## config.mk

```make
export PLATFORM = sky130hd
export DESIGN_NAME = spss_top
export DESIGN_NICKNAME = d
export VERILOG_FILES = /design/src/hdl/spss_pin_mux.v /design/src/hdl/spss_top.v
export VERILOG_INCLUDE_DIRS = /design/src /design/src/hdl
export SDC_FILE = /design/constraint.sdc
export NUM_CORES = 1
export LEC_CHECK = 0
export BUFFER_PORTS_ARGS = -buffer_cell sky130_fd_sc_hd__buf_2
export CAP_MARGIN = 20
export CORE_ASPECT_RATIO = 1.2
export CORE_UTILIZATION = 30
export CTS_CLUSTER_SIZE = 16
export DETAILED_ROUTE_END_ITERATION = 10
export PLACE_DENSITY_LB_ADDON = 0.05
export SLEW_MARGIN = 0
export SYNTH_ARGS = -nofsm -noshare
export SYNTH_HDL_FRONTEND = slang
export SYNTH_SLANG_ARGS = --single-unit
```

## constraint.sdc

```tcl
create_clock -name i_clk_sys -period 1.81 [get_ports i_clk_sys]
set_input_delay 0.2715 -clock i_clk_sys [delete_from_list [all_inputs] [get_ports i_clk_sys]]
set_output_delay 0.2715 -clock i_clk_sys [all_outputs]
set_load 0.01 [all_outputs]
```

## src/hdl/spss_consts.vh

```
// Constants for the status pin signal select block
// Function
// - Three status pins, each with 6-bit select
// - Shared-output pin valid only while chip deselected
// - Sleep forces low codes to polarity level, inverted level on the shared pin
// - Codes 0x20 and above work during sleep
// - Code 10 drives synthesizer lock detect
// - Code 11 serial clock, receive data on falling
// - Transmit data sampled on serial clock rising, or falling when pin 0 polarity is inverted
// - Code 12 synchronous receive data
// - Code 13 asynchronous receive data
// - Code 14 carrier sense above threshold
// - Code 15 CRC pass, cleared on receive entry
// - Codes 22, 23 demod bits one, zero
// - Code 29 symbol strobe
// - Code 27 transmit amplifier powerdown
// - Code 28 receive amplifier powerdown
`ifndef SPSS_CONSTS_VH
`define SPSS_CONSTS_VH
`define SPSS_SEL_W         6
`define SPSS_NPINS         3
`define SPSS_SHARED_PIN    1
`define SPSS_SLEEP_LIMIT   6'h20
`define SPSS_SEL_LOCK      6'h0a
`define SPSS_SEL_SCLK      6'h0b
`define SPSS_SEL_SDATA     6'h0c
`define SPSS_SEL_ADATA     6'h0d
`define SPSS_SEL_CS        6'h0e
`define SPSS_SEL_CRC       6'h0f
`define SPSS_SEL_HARD1     6'h16
`define SPSS_SEL_HARD0     6'h17
`define SPSS_SEL_PAPD      6'h1b
`define SPSS_SEL_LNAPD     6'h1c
`define SPSS_SEL_STROBE    6'h1d
`define SPSS_SEL_WAKEA     6'h24
`define SPSS_SEL_WAKEB     6'h25
`define SPSS_SEL_SLOWCLK   6'h27
`define SPSS_SEL_RDY       6'h29
`define SPSS_CFG_W         8
`define SPSS_CFG_INV_BIT   6
`define SPSS_ADDR_W        4
`define SPSS_REG_CFG0      4'h0
`define SPSS_REG_CFG1      4'h1
`define SPSS_REG_CFG2      4'h2
`define SPSS_REG_STAT      4'h3
`define SPSS_REG_CLR       4'h4
`define SPSS_REG_IEN       4'h5
`define SPSS_CFG_RST       8'h00
`define SPSS_EV_LOCK       0
`define SPSS_EV_CRC        1
`define SPSS_EV_CS         2
`define SPSS_EV_W          3
`endif

```

## src/hdl/spss_pin_mux.v

```verilog
// One status pin: select decode, sleep force and polarity inversion
`include "spss_consts.vh"
module spss_pin_mux #(
  parameter SHARED = 0
) (
  input  wire                   i_clk_sys,
  input  wire                   i_resetn,
  input  wire [`SPSS_SEL_W-1:0] i_sel,
  input  wire                   i_inv,
  input  wire                   i_sleep,
  input  wire                   i_osc_ready_low,
  input  wire                   i_lock,
  input  wire                   i_sclk,
  input  wire                   i_sdata,
  input  wire                   i_adata,
  input  wire                   i_carrier,
  input  wire                   i_crc,
  input  wire [1:0]             i_hard,
  input  wire                   i_strobe,
  input  wire                   i_tx_amp_powerdown,
  input  wire                   i_rx_amp_powerdown,
  input  wire                   i_wake_a,
  input  wire                   i_wake_b,
  input  wire                   i_slow_clk,
  output wire                   o_pin
);
  reg sel_d;
  reg pin_d;
  reg pin_q;
  reg hold_q;

  // Decode is local to this pin, no sharing across pins
  always @* begin
    case (i_sel)
      `SPSS_SEL_LOCK:    sel_d = i_lock;
      `SPSS_SEL_SCLK:    sel_d = i_sclk;
      `SPSS_SEL_SDATA:   sel_d = i_sdata;
      `SPSS_SEL_ADATA:   sel_d = i_adata;
      `SPSS_SEL_CS:      sel_d = i_carrier;
      `SPSS_SEL_CRC:     sel_d = i_crc;
      `SPSS_SEL_HARD1:   sel_d = i_hard[1];
      `SPSS_SEL_HARD0:   sel_d = i_hard[0];
      `SPSS_SEL_PAPD:    sel_d = i_tx_amp_powerdown;
      `SPSS_SEL_LNAPD:   sel_d = i_rx_amp_powerdown;
      `SPSS_SEL_STROBE:  sel_d = i_strobe;
      `SPSS_SEL_WAKEA:   sel_d = i_wake_a;
      `SPSS_SEL_WAKEB:   sel_d = i_wake_b;
      `SPSS_SEL_SLOWCLK: sel_d = i_slow_clk;
      `SPSS_SEL_RDY:     sel_d = i_osc_ready_low;
      // Reserved and out-of-range codes read low
      default:           sel_d = 1'b0;
    endcase
  end

  // Force holds from sleep until the ready indication drops low
  always @(posedge i_clk_sys) begin
    if (!i_resetn) begin
      hold_q <= 1'b0;
    end else if (i_sleep) begin
      hold_q <= 1'b1;
    end else if (!i_osc_ready_low) begin
      hold_q <= 1'b0;
    end
  end

  always @* begin
    if ((i_sleep || hold_q) && i_sel < `SPSS_SLEEP_LIMIT) begin
      pin_d = (SHARED != 0) ? ~i_inv : i_inv;
    end else begin
      pin_d = sel_d ^ i_inv;
    end
  end

  always @(posedge i_clk_sys) begin
    if (!i_resetn) begin
      pin_q <= 1'b0;
    end else begin
      pin_q <= pin_d;
    end
  end

  assign o_pin = pin_q;
endmodule // spss_pin_mux

```

## src/hdl/spss_top.v

```verilog
// Status pin signal select: config registers, input sync, three pin muxes
`include "spss_consts.vh"
module spss_top (
  input  wire                    i_clk_sys,
  input  wire                    i_resetn,
  input  wire [`SPSS_ADDR_W-1:0] i_addr,
  input  wire [`SPSS_CFG_W-1:0]  i_wdata,
  input  wire                    i_wr,
  input  wire                    i_rd,
  output reg  [`SPSS_CFG_W-1:0]  o_rdata,
  output wire                    o_irq,
  input  wire                    i_chip_sel_n,
  input  wire                    i_so_data,
  input  wire                    i_sleep,
  input  wire                    i_osc_ready_low,
  input  wire                    i_lock,
  input  wire                    i_sclk,
  input  wire                    i_sdata,
  input  wire                    i_adata,
  input  wire                    i_carrier,
  input  wire                    i_crc_match,
  input  wire                    i_crc_valid,
  input  wire                    i_rx_enter,
  input  wire [1:0]              i_hard,
  input  wire                    i_strobe,
  input  wire                    i_tx_amp_powerdown,
  input  wire                    i_rx_amp_powerdown,
  input  wire                    i_wake_a,
  input  wire                    i_wake_b,
  input  wire                    i_slow_clk,
  output wire [`SPSS_NPINS-1:0]  o_status_pin,
  output wire [`SPSS_NPINS-1:0]  o_status_pin_oe,
  output wire                    o_tx_sample
);
  localparam NS = 16;
  // Chip select syncs from its deselected level so pin one starts on its mux
  localparam [NS-1:0] SYNC_RST = 16'h8000;

  reg  [`SPSS_CFG_W-1:0] cfg_q [0:`SPSS_NPINS-1];
  reg  [`SPSS_EV_W-1:0]  stat_q;
  reg  [`SPSS_EV_W-1:0]  ien_q;
  reg  [NS-1:0]          s1_q;
  reg  [NS-1:0]          s2_q;
  reg                    sclk_prev_q;
  reg                    lock_prev_q;
  reg                    cs_prev_q;
  reg                    crc_q;
  reg                    tx_sample_q;
  reg                    shared_q;
  wire [NS-1:0]          raw;
  wire [`SPSS_NPINS-1:0] mux_out;
  wire [`SPSS_EV_W-1:0]  ev;
  wire                   sclk_s;
  wire                   clr_wr;
  integer                k;

  assign raw = {i_chip_sel_n, i_sleep, i_osc_ready_low, i_lock, i_sclk, i_sdata,
                i_adata, i_carrier, i_hard, i_strobe, i_tx_amp_powerdown, i_rx_amp_powerdown,
                i_wake_a, i_wake_b, i_slow_clk};

  // Two-stage sync; only stage two is read by logic
  always @(posedge i_clk_sys) begin
    if (!i_resetn) begin
      s1_q <= SYNC_RST;
      s2_q <= SYNC_RST;
    end else begin
      s1_q <= raw;
      s2_q <= s1_q;
    end
  end

  assign sclk_s = s2_q[11];

  // CRC pass flag, cleared when receive starts; entry wins over a new result
  always @(posedge i_clk_sys) begin
    if (!i_resetn) begin
      crc_q <= 1'b0;
    end else if (i_rx_enter) begin
      crc_q <= 1'b0;
    end else if (i_crc_valid) begin
      crc_q <= i_crc_match;
    end
  end

  // Transmit data strobe on serial clock rising edge, inversion-aware
  always @(posedge i_clk_sys) begin
    if (!i_resetn) begin
      sclk_prev_q <= 1'b0;
      tx_sample_q <= 1'b0;
    end else begin
      sclk_prev_q <= sclk_s;
      tx_sample_q <= cfg_q[0][`SPSS_CFG_INV_BIT] ? (sclk_prev_q & ~sclk_s)
                                                 : (~sclk_prev_q & sclk_s);
    end
  end
  assign o_tx_sample = tx_sample_q;

  // Events: lock rise, each CRC pass result not in a receive entry cycle, carrier rise
  assign ev[`SPSS_EV_LOCK] = s2_q[12] & ~lock_prev_q;
  assign ev[`SPSS_EV_CRC]  = i_crc_valid & i_crc_match & ~i_rx_enter;
  assign ev[`SPSS_EV_CS]   = s2_q[8] & ~cs_prev_q;
  assign clr_wr = i_wr && (i_addr == `SPSS_REG_CLR);

  always @(posedge i_clk_sys) begin
    if (!i_resetn) begin
      for (k = 0; k < `SPSS_NPINS; k = k + 1) begin
        cfg_q[k] <= `SPSS_CFG_RST;
      end
      stat_q      <= {`SPSS_EV_W{1'b0}};
      ien_q       <= {`SPSS_EV_W{1'b0}};
      lock_prev_q <= 1'b0;
      cs_prev_q   <= 1'b0;
      o_rdata     <= {`SPSS_CFG_W{1'b0}};
    end else begin
      lock_prev_q <= s2_q[12];
      cs_prev_q   <= s2_q[8];
      if (i_wr && i_addr == `SPSS_REG_CFG0) begin
        cfg_q[0] <= i_wdata;
      end
      if (i_wr && i_addr == `SPSS_REG_CFG1) begin
        cfg_q[1] <= i_wdata;
      end
      if (i_wr && i_addr == `SPSS_REG_CFG2) begin
        cfg_q[2] <= i_wdata;
      end
      if (i_wr && i_addr == `SPSS_REG_IEN) begin
        ien_q <= i_wdata[`SPSS_EV_W-1:0];
      end
      // Set wins over a same-cycle clear
      stat_q <= (stat_q & ~(clr_wr ? i_wdata[`SPSS_EV_W-1:0] : {`SPSS_EV_W{1'b0}})) | ev;
      o_rdata <= {`SPSS_CFG_W{1'b0}};
      if (i_rd) begin
        case (i_addr)
          `SPSS_REG_CFG0: o_rdata <= cfg_q[0];
          `SPSS_REG_CFG1: o_rdata <= cfg_q[1];
          `SPSS_REG_CFG2: o_rdata <= cfg_q[2];
          `SPSS_REG_STAT: o_rdata <= {{(`SPSS_CFG_W-`SPSS_EV_W){1'b0}}, stat_q};
          `SPSS_REG_IEN:  o_rdata <= {{(`SPSS_CFG_W-`SPSS_EV_W){1'b0}}, ien_q};
          default:        o_rdata <= {`SPSS_CFG_W{1'b0}};
        endcase
      end
    end
  end

  // Serial output owns the line while chip is selected; flopped like the other pins
  always @(posedge i_clk_sys) begin
    if (!i_resetn) begin
      shared_q <= 1'b0;
    end else begin
      shared_q <= s2_q[15] ? mux_out[`SPSS_SHARED_PIN] : i_so_data;
    end
  end

  // Host should take lock detect as an edge interrupt, not a single sample
  assign o_irq = |(stat_q & ien_q);

  genvar g;
  generate
    for (g = 0; g < `SPSS_NPINS; g = g + 1) begin : g_pin
      spss_pin_mux #(
        .SHARED (g == `SPSS_SHARED_PIN)
      ) u_mux (
        .i_clk_sys       (i_clk_sys),
        .i_resetn        (i_resetn),
        .i_sel           (cfg_q[g][`SPSS_SEL_W-1:0]),
        .i_inv           (cfg_q[g][`SPSS_CFG_INV_BIT]),
        .i_sleep         (s2_q[14]),
        .i_osc_ready_low (s2_q[13]),
        .i_lock          (s2_q[12]),
        .i_sclk          (sclk_s),
        .i_sdata         (s2_q[10]),
        .i_adata         (s2_q[9]),
        .i_carrier       (s2_q[8]),
        .i_crc           (crc_q),
        .i_hard          (s2_q[7:6]),
        .i_strobe        (s2_q[5]),
        .i_tx_amp_powerdown         (s2_q[4]),
        .i_rx_amp_powerdown        (s2_q[3]),
        .i_wake_a        (s2_q[2]),
        .i_wake_b        (s2_q[1]),
        .i_slow_clk      (s2_q[0]),
        .o_pin           (mux_out[g])
      );
      if (g == `SPSS_SHARED_PIN) begin : g_shared
        assign o_status_pin[g] = shared_q;
      end else begin : g_plain
        assign o_status_pin[g] = mux_out[g];
      end
      assign o_status_pin_oe[g] = 1'b1;
    end
  endgenerate
endmodule // spss_top

```

== Word level (Yosys, flattened, before mapping) ==
Memories as Yosys holds them, arrays and structs flattened.
Cells that the tools add are included.

* Bits in registers: 56
* RAM bits: 24
* Input bits: 36
* Output and inout port bits: 16
* Logic and storage cells: 131
* Memories kept: 1

{| class="wikitable"
|+ Memory list
! memory !! words !! bits a word !! rd ports !! clocked after Yosys merged registers in !! wr ports !! line !! RTL
|-
| cfg_q || 3 || 8 || 3 || 0 || 3 || spss_top.v:39 || <nowiki>reg [`SPSS_CFG_W-1:0] cfg_q [0:`SPSS_NPINS-1];</nowiki>
|}

* Magnitude comparators: 3
* Eq/ne operators: 51
* Multiplexer cells: 25
* Bitwise gates (word level): 23
* Reduce and logical (&&, ||, !) cells: 13

{| class="wikitable"
|+ Operator list
! operator !! number
|-
| $eq A6 B4 Y1 const B || 18
|-
| $eq A6 B5 Y1 const B || 15
|-
| $eq A6 B6 Y1 const B || 12
|-
| $pmux W1 S15 || 3
|-
| $pmux W8 S5 || 1
|-
| $mux W8 || 3
|-
| $lt A6 B6 Y1 const B || 3
|-
| $mux W1 || 17
|-
| $eq A4 B2 Y1 const B || 2
|-
| $eq A4 B3 Y1 const B || 2
|-
| $logic_and A1 B1 Y1 || 8
|-
| $not A1 Y1 || 7
|-
| $and A1 B1 Y1 || 6
|-
| $and A3 B3 Y3 || 2
|-
| $eq A4 B1 Y1 const B || 1
|-
| $logic_not A4 Y1 || 1
|-
| $mux W3 || 1
|-
| $not A3 Y3 || 1
|-
| $or A1 B1 Y1 || 3
|-
| $or A3 B3 Y3 || 1
|-
| $reduce_or A3 Y1 || 1
|-
| $xor A1 B1 Y1 || 3
|-
| $ne A2 B1 Y1 const B || 1
|-
| $reduce_and A2 Y1 || 1
|-
| other kinds (2) || 2
|}

== Depth between registers and ports, before layout ==
Gate-level depths: netlist (run 1).

* Word-level depth: 6
* Gate-level depth with buffers: 7
* Gate-level depth less buffers: 5

== By module ==
Synthesis (run 1) repeated with hierarchy kept, for this count alone.

* Cells, all modules: 362
* Area total of the unflattened synthesis: 3771.1 sq um

{| class="wikitable"
|+ By module, submodules not included
! module !! instances !! cells an instance !! area each (sq um) !! sequential area each (sq um)
|-
| spss_top || 1 || 222 || 2697.6 || 1761.7
|-
| spss_pin_mux (g_pin[0].u_mux ...) || 2 || 53 || 392.9 || 40.0
|-
| spss_pin_mux (g_pin[1].u_mux) || 1 || 34 || 287.8 || 40.0
|}

== Least setup slack after synthesis (run 1) ==
OpenSTA, ideal clock, no wires.

* Path kind: reg2reg
* Start: memory cfg_q[0][4] (netlist bit)
* End: register g_pin[0].u_mux.pin_q
* Setup time: 0.134 ns
* Arrival time: 1.733 ns
* Data required time: 1.676 ns
* Path slack: -0.057 ns
* Stages on the path, launching flop included: 6
* Path buffers: 0
* Period minus slack after synthesis: 1.867 ns
* Cells stage by stage: edfxtp_1 > and2b_1 > a32o_1 > a221oi_2 > a211oi_1 > or4_1

{| class="wikitable"
|+ RTL lines
! element !! line !! RTL
|-
| start, declared || spss_top.v:39 ||
|-
| end signal, assigned || spss_pin_mux.v:78 || <nowiki>pin_q <= pin_d;</nowiki>
|-
| end, declared || spss_pin_mux.v:29 || <nowiki>reg pin_q;</nowiki>
|}

==> results of run 1 <==
-- metal layers --
| metal | up-vias | GRT usage (%) | share of wire (%) |
|---|---|---|---|
| li1 | 1456 | - | - |
| met1 | 1418 | 24.7 | 48 |
| met2 | 61 | 28.0 | 47 |
| met3 | 17 | 3.45 | 3.8 |
| met4 | 0 | 6.95 | 1.9 |
| met5 | - | 0 | 0 |
-- sequential cells by signal, summed over array words and instances (netlist names) --
| register | count |
|---|---|
| cfg_q | 24 |
| crc_q | 1 |
| cs_prev_q | 1 |
| g_pin.u_mux.hold_q | 1 |
| g_pin.u_mux.o_pin | 3 |
| ien_q | 3 |
| lock_prev_q | 1 |
| o_rdata | 8 |
| o_tx_sample | 1 |
| s1_q | 16 |
| s2_q | 16 |
| sclk_prev_q | 1 |
| shared_q | 1 |
| stat_q | 3 |
-- stage by stage --
stage / hold WS, ns / util [%] / power (mW) / setup TNS [ns]
after global placement: 0.407 / 37.3 / 2.52 / -0.348
after detailed placement: 0.401 / 37.3 / 2.52 / -0.328
final: 0.105 / 41.0 / 4.20 / -0.250
after global routing: 0.111 / 41.0 / 4.40 / -0.397
after floorplan: 0.348 / - / 2.29 / -0.0300
after CTS: 0.102 / 40.3 / 4.23 / -0.265
-- final timing paths --
kind	startpoint	to	slack [ns]	cells past startpoint
worst max-delay path	cfg_q[0][0]	g_pin[0].u_mux.o_pin	-0.19	6
worst min-delay path	i_rx_enter	crc_q	0.11	2
worst max register to register	cfg_q[0][0]	g_pin[0].u_mux.o_pin	-0.19	6
worst min register to register	s1_q[15]	s2_q[15]	0.41	1
-- what timing repair did --
action	CTS	global route
setup endpoints to repair	2	2
pin swaps	4	7
resized for setup	8	18
buffers inserted	5	3
-- cell families (layout without fill, tap and decap cells) --
group	Yosys count	count (layout)
and+or+nand+nor	168	168
AOI/OAI and AO/OA	53	53
muxes	21	21
DFF	80	80
buffers and inverters	32	128
other	1	3
-- worst reg2reg max path: cells and delay by family, from the launching register on --
family / cells / cell delay (ns)
compound gates: 2 / 0.54
simple gates: 2 / 0.58
flops: 1 / 0.45
buf+inv: 2 / 0.33
-- cell usage in the layout (no fill, tap or decap), drive strengths merged, types with 3 or more instances in the layout --
cell type,instances
nand2,23
nand4b,4
nor2,22
nor4bb,5
a22oi,3
a21boi,3
mux2i,15
and2,42
clkinv,6
nor2b,17
conb,3
nor3b,5
a21oi,14
nand2b,13
clkbuf,9
o211ai,3
nand3b,11
inv,5
edfxtp,24
a2111oi,3
buf,107
dfxtp,56
mux4,3
o21ai,6
o2111ai,3
mux2,3
nand3,5
a211oi,3
-- where the power goes --
group | internal [mW] | switching (mW) | total (mW)
logic | 0.266 | 0.246 | 0.512
registers | 1.94 | 0.0730 | 2.01
clock network | 0.928 | 0.755 | 1.68
-- cell usage after synthesis, types with 3 or more instances --
master / n / area, sq um
nand3b_1: 11 / 82.6
buf_4: 9 / 67.6
nand4b_1: 4 / 35.0
edfxtp_1: 24 / 721
a21oi_1: 14 / 70.1
a21boi_0: 3 / 22.5
a211oi_1: 3 / 22.5
nor2b_1: 17 / 106
nor4bb_1: 5 / 50.1
o211ai_1: 3 / 22.5
mux4_2: 3 / 67.6
nor3b_1: 5 / 37.5
dfxtp_1: 56 / 1120
nand2b_1: 13 / 81.3
o2111ai_1: 3 / 26.3
nand2_1: 23 / 86.3
inv_1: 5 / 18.8
clkbuf_1: 13 / 48.8
and2_1: 42 / 263
nand3_1: 5 / 25.0
mux2i_1: 15 / 150
nor2_1: 22 / 82.6
o21ai_0: 6 / 30.0
a22oi_1: 3 / 22.5
-- layout make-up --
class	count	area (sq um)	area share (%)
clock buffer	9	225	4.69
clock inverter	7	48.8	1.02
inverter	5	18.8	0.391
multi-input combinational	245	1780	37.0
sequential	80	1840	38.3
tap	157	196	4.09
timing repair buffer	107	698	14.5
==> metrics.cfg, run 1 <==
[yosys]
synth_top_family_by_area = simple AND/OR/NAND/NOR gates
synth_area_sq_mm = 0.00367
synth-edff-count = 24
syn_inst = 355
synth_xor_area_share_pct = 0
yosys.area_share.simple_pct = 27.8
muxShareOfSynthArea_pct = 6.85
yosysUniqueCellTypes = 62
synth-async-reset-ratio_pct = 0
ys_seq_elements = 80
synthFlopType = dfxtp_1
synth_compound_area_share_pct = 10.5
syn_avg_cell_area_sq_um = 10.3
yosysSeqAreaShare_pct = 50.2
ys_warn_count = 0
synth_adder_area_share_pct = 0

[setup_path]
cp.arrival_ns = 2.22
critical_path.max_stage_delay_ns = 0.50
required_ns = 2.03
cp_max_fo = 6
crit_type = register to register
end_kind = register
cp_cell_sequence = buf_4 > buf_4 > a211o_1 > a311oi_2 > nor4b_2 > or4_1
crit_top_cell = buf_4
crit_family = simple AND/OR/NAND/NOR gates
crit_buf_inv = 2
startpoint_type = register
cp_slowest_cell = or4_1

[clocking]
insertion_delay_ns = 0.34
clk_pin_slew_worst_paths_ns = 0.07
cts_root_buffer = clkbuf_16
cts_buffers = 9
cts_tree = done
clock_path_buffers = 2
cts_sinks = 80
htree_levels = 3
cts_hold_buf = 0

[die]
design.core.area_sq_mm = 0.0117
io-pin-count = 52
chipWidth_microns = 103
initial_core_util_pct = 31.3
fp.dieH_microns = 123
placementRows = 43
die_area_sq_mm = 0.0127

[place]
gp_routability_congestion = 0.826
port_buffers = 48
place_inst = 589
dp_slack_ns = -0.261
place_area_sq_mm = 0.00437
hpwl_microns = 7740

[timing]
min_period_ns = 2.00
hold_viol = 0
final-setup-viol-count = 2
period_share_pct = 110
max_freq_mhz = 500
skew_ns = 0.00966
timing.final.ws_setup_ns = -0.190
grt_setup_unrepaired = true
slew_violations = 0

[final_layout]
nFillCells = 1228
fin_nets = 484
instances_no_fill = 610
fin_area_sq_mm = 0.00480
antennaDiodeCount = 0
drive_gt1_share_pct = 31.8
area_growth_pct = 30.9

[detailed_routing]
wirelength_microns = 10200
drc = 0
vias = 2952
vias_per_cell = 4.84
first_iter_violations = 173
detail-route-antenna-nets = 0
wl_per_cell_microns = 16.7
drt_pass1_iterations = 4

[grt]
antenna_found_initial = 0
grt_remaining_overflow = 0
grt_pass1_wl_microns = 16400
grt_use_total_pct = 18.1
grt_max_degree = 35
grt_pass1_vias = 2892

[power]
powerDensity_mw_per_mm2 = 875
leakage_nw = 1.95
vdd_drop_max_v = 0.000390

[flow_run]
max_cap_violations = 0

[run_status]
violations = setup timing
outcome = finished, violations left

[worst_hold_path]
hold_class = primary input to register

(Power assumes the default switching activity.)
==> inputs of run 2 (changes only) <==
- PLACE_DENSITY_LB_ADDON: 0.05 -> default
==> run 2 against run 1 <==
The run still ends with setup timing left. Die area is the same. Cell area is 0.21% higher. Critical path type unchanged. Via count decreased by 0.95%. Clock-buffer cell count unchanged. Sequential power hardly changed.
==> metrics.cfg, run 2 (same netlist as run 1, synthesis figures left out) <==
[run_status]
outcome = finished, violations left  ; unchanged
violations = setup timing  ; unchanged

[detailed_routing]
drt_pass1_iterations = 4  ; unchanged
wirelength_microns = 9330  ; was 10,200 microns
first_iter_violations = 254  ; was 173
wl_per_cell_microns = 15.2  ; was 16.7 microns
vias_per_cell = 4.78  ; was 4.84
vias = 2924  ; was 2,952
drc = 0  ; unchanged
detail-route-antenna-nets = 0  ; unchanged

[die]
fp.dieH_microns = 123  ; unchanged
chipWidth_microns = 103  ; unchanged
initial_core_util_pct = 31.3  ; unchanged
io-pin-count = 52  ; unchanged
placementRows = 43  ; unchanged
design.core.area_sq_mm = 0.0117  ; unchanged
die_area_sq_mm = 0.0127  ; unchanged

[clocking]
cts_sinks = 80  ; unchanged
cts_tree = done  ; unchanged
htree_levels = 3  ; unchanged
cts_root_buffer = clkbuf_16  ; unchanged
cts_hold_buf = 0  ; unchanged
insertion_delay_ns = 0.33  ; was 0.34 ns
cts_buffers = 9  ; unchanged
clk_pin_slew_worst_paths_ns = 0.06  ; was 0.07 ns
clock_path_buffers = 2  ; unchanged

[place]
place_inst = 584  ; was 589
gp_routability_congestion = 0.896  ; was 0.826
hpwl_microns = 7060  ; was 7740 microns
place_area_sq_mm = 0.00434  ; was 0.00437 sq mm
dp_slack_ns = -0.215  ; was -0.261 ns
port_buffers = 48  ; unchanged

[timing]
slew_violations = 0  ; unchanged
skew_ns = 0.00259  ; was 0.00966 ns
hold_viol = 0  ; unchanged
final-setup-viol-count = 2  ; unchanged
timing.final.ws_setup_ns = -0.192  ; was -0.190 ns
max_freq_mhz = 499  ; was 500 MHz
period_share_pct = 111  ; was 110%
min_period_ns = 2.00  ; about the same
grt_setup_unrepaired = true  ; unchanged

[grt]
grt_remaining_overflow = 0  ; unchanged
antenna_found_initial = 0  ; unchanged
grt_use_total_pct = 15.6  ; was 18.1%
grt_max_degree = 33  ; was 35
grt_pass1_wl_microns = 14700  ; was 16,400 microns
grt_pass1_vias = 2861  ; was 2,892

[final_layout]
fin_nets = 486  ; was 484
regMostFlops = cfg_q  ; unchanged
fin_area_sq_mm = 0.00481  ; was 0.00480 sq mm
utilization_pct = 41.0  ; about the same
layout_common_cells = dfxtp_1 (56), buf_4 (56), buf_2 (49)  ; was dfxtp_1 (56), buf_4 (55), buf_2 (48)
drive_gt1_share_pct = 30.5  ; was 31.8%
seq_area_sq_mm = 0.00184  ; unchanged
largest_reg_flops = 24  ; unchanged
nFillCells = 1193  ; was 1,228
instances_no_fill = 612  ; was 610
antennaDiodeCount = 0  ; unchanged
reg.largest.list = cfg_q: 24 flops, s1_q: 16 flops, s2_q: 16 flops  ; unchanged
area_growth_pct = 31.2  ; was 30.9%
multiInputGateArea_sq_mm = 0.00173  ; was 0.00178 sq mm

[setup_path]
required_ns = 2.02  ; was 2.03 ns
cp_max_fo = 6  ; unchanged
critical_path.max_stage_delay_ns = 0.51  ; was 0.50 ns
end_kind = register  ; unchanged
reg2reg_from = cfg_q[0][5]  ; was cfg_q[0][0]
startpoint_type = register  ; unchanged
cp_cell_sequence = and2b_1 > a32o_2 > a221oi_4 > a211oi_2 > or4_1  ; was buf_4 > buf_4 > a211o_1 > a311oi_2 > nor4b_2 > or4_1
r2r_setup_slack_ns = -0.19  ; about the same
cp_slowest_cell = or4_1  ; unchanged
cp.arrival_ns = 2.21  ; was 2.22 ns
worstReg2RegEnd = g_pin[0].u_mux.o_pin  ; unchanged
timing.reg2reg.worst_path_depth = 5  ; was 6
crit_type = register to register  ; unchanged

[worst_hold_path]
hold-path-cell-count = 2  ; unchanged
min-delay-start = i_rx_enter  ; unchanged
min_to = crc_q  ; unchanged
hold_class = primary input to register  ; unchanged

[power]
powerDensity_mw_per_mm2 = 919  ; was 875 mW/mm^2
leakage_nw = 1.96  ; was 1.95 nW
sw_frac_of_total_pct = 23.0  ; was 25.5%
vdd_drop_max_v = 0.000563  ; was 0.000390 V
p_sw_mw = 1.02  ; was 1.07 mW
combPwrFrac_pct = 11.4  ; was 12.2%
seqPwrFrac_pct = 45.3  ; was 47.8%
p_int_mw = 3.41  ; was 3.13 mW
clock_power_share_pct = 43.3  ; was 40.0%

[flow_run]
max_cap_violations = 0  ; unchanged

[run 2: changes by cell type in the layout (fill, tap and decap cells not counted), sizes merged]
cell      delta
clkinv       -2
inv          +1
clkinvlp     -1
buf          +1
clkbuf       +1
bufinv       +2
[run 2: how the worst max path moves through the flow]
stage | startpoint | end | slack, ns | depth (start not counted)
after floorplan | cfg_q[0][1] | g_pin[0].u_mux.o_pin | -0.03 | 6
after global placement | cfg_q[0][0] | g_pin[0].u_mux.o_pin | -0.24 | 5
after detailed placement | cfg_q[0][0] | g_pin[0].u_mux.o_pin | -0.22 | 5
after CTS | cfg_q[0][5] | g_pin[0].u_mux.o_pin | -0.17 | 5
after global routing | cfg_q[0][5] | g_pin[0].u_mux.o_pin | -0.24 | 5
final | cfg_q[0][5] | g_pin[0].u_mux.o_pin | -0.19 | 5
[run 2: what timing repair did]
action / CTS / global route
setup endpoints to repair: 2 / 2
pin swaps: 3 / 2
resized for setup: 8 / 8
endpoints found under the hold margin: 0 / 0
buffers inserted: 4 / 8
[run 2: routing by layer]
metal,up-vias,track usage (%),part of all wire [%]
met4,0,6.95,2.1
met3,10,2.54,3.5
met2,64,26.3,50
met5,-,0,0
li1,1454,-,-
met1,1396,19.5,44
[run 2: area by class of cell]
| type | count | share of cell area [%] |
|---|---|---|
| Multi-Input combinational cell | 245 | 36.0 |
| Inverter | 5 | 0.390 |
| Clock buffer | 9 | 4.68 |
| Clock inverter | 7 | 1.98 |
| Timing Repair Buffer | 109 | 14.6 |
| Sequential cell | 80 | 38.3 |
| Tap cell | 157 | 4.08 |
[run 2: critical path: cells and delay by family (launching register included)]
family,cells,cell delay [ns]
and+or+nand+nor,2,0.76
DFF,1,0.46
AOI/OAI and AO/OA,3,0.67
[run 2: power by group through the flow]
stage / registers (mW) / logic, mW / clock network [mW]
floorplan: 2.01 / 0.279 / 0
finish: 2.00 / 0.504 / 1.92
global placement: 2.05 / 0.448 / 0
detailed placement: 2.05 / 0.449 / 0
CTS: 2.01 / 0.469 / 1.96
global route: 2.01 / 0.550 / 2.03
[run 2: per-stage QoR]
stage | total power [mW] | hold WS [ns] | setup TNS, ns
2_1_floorplan | 2.29 | 0.348 | -0.0300
6_report | 4.42 | 0.128 | -0.223
5_1_grt | 4.59 | 0.127 | -0.328
3_5_place_dp | 2.50 | 0.396 | -0.235
3_3_place_gp | 2.49 | 0.394 | -0.279
4_1_cts | 4.43 | 0.118 | -0.178
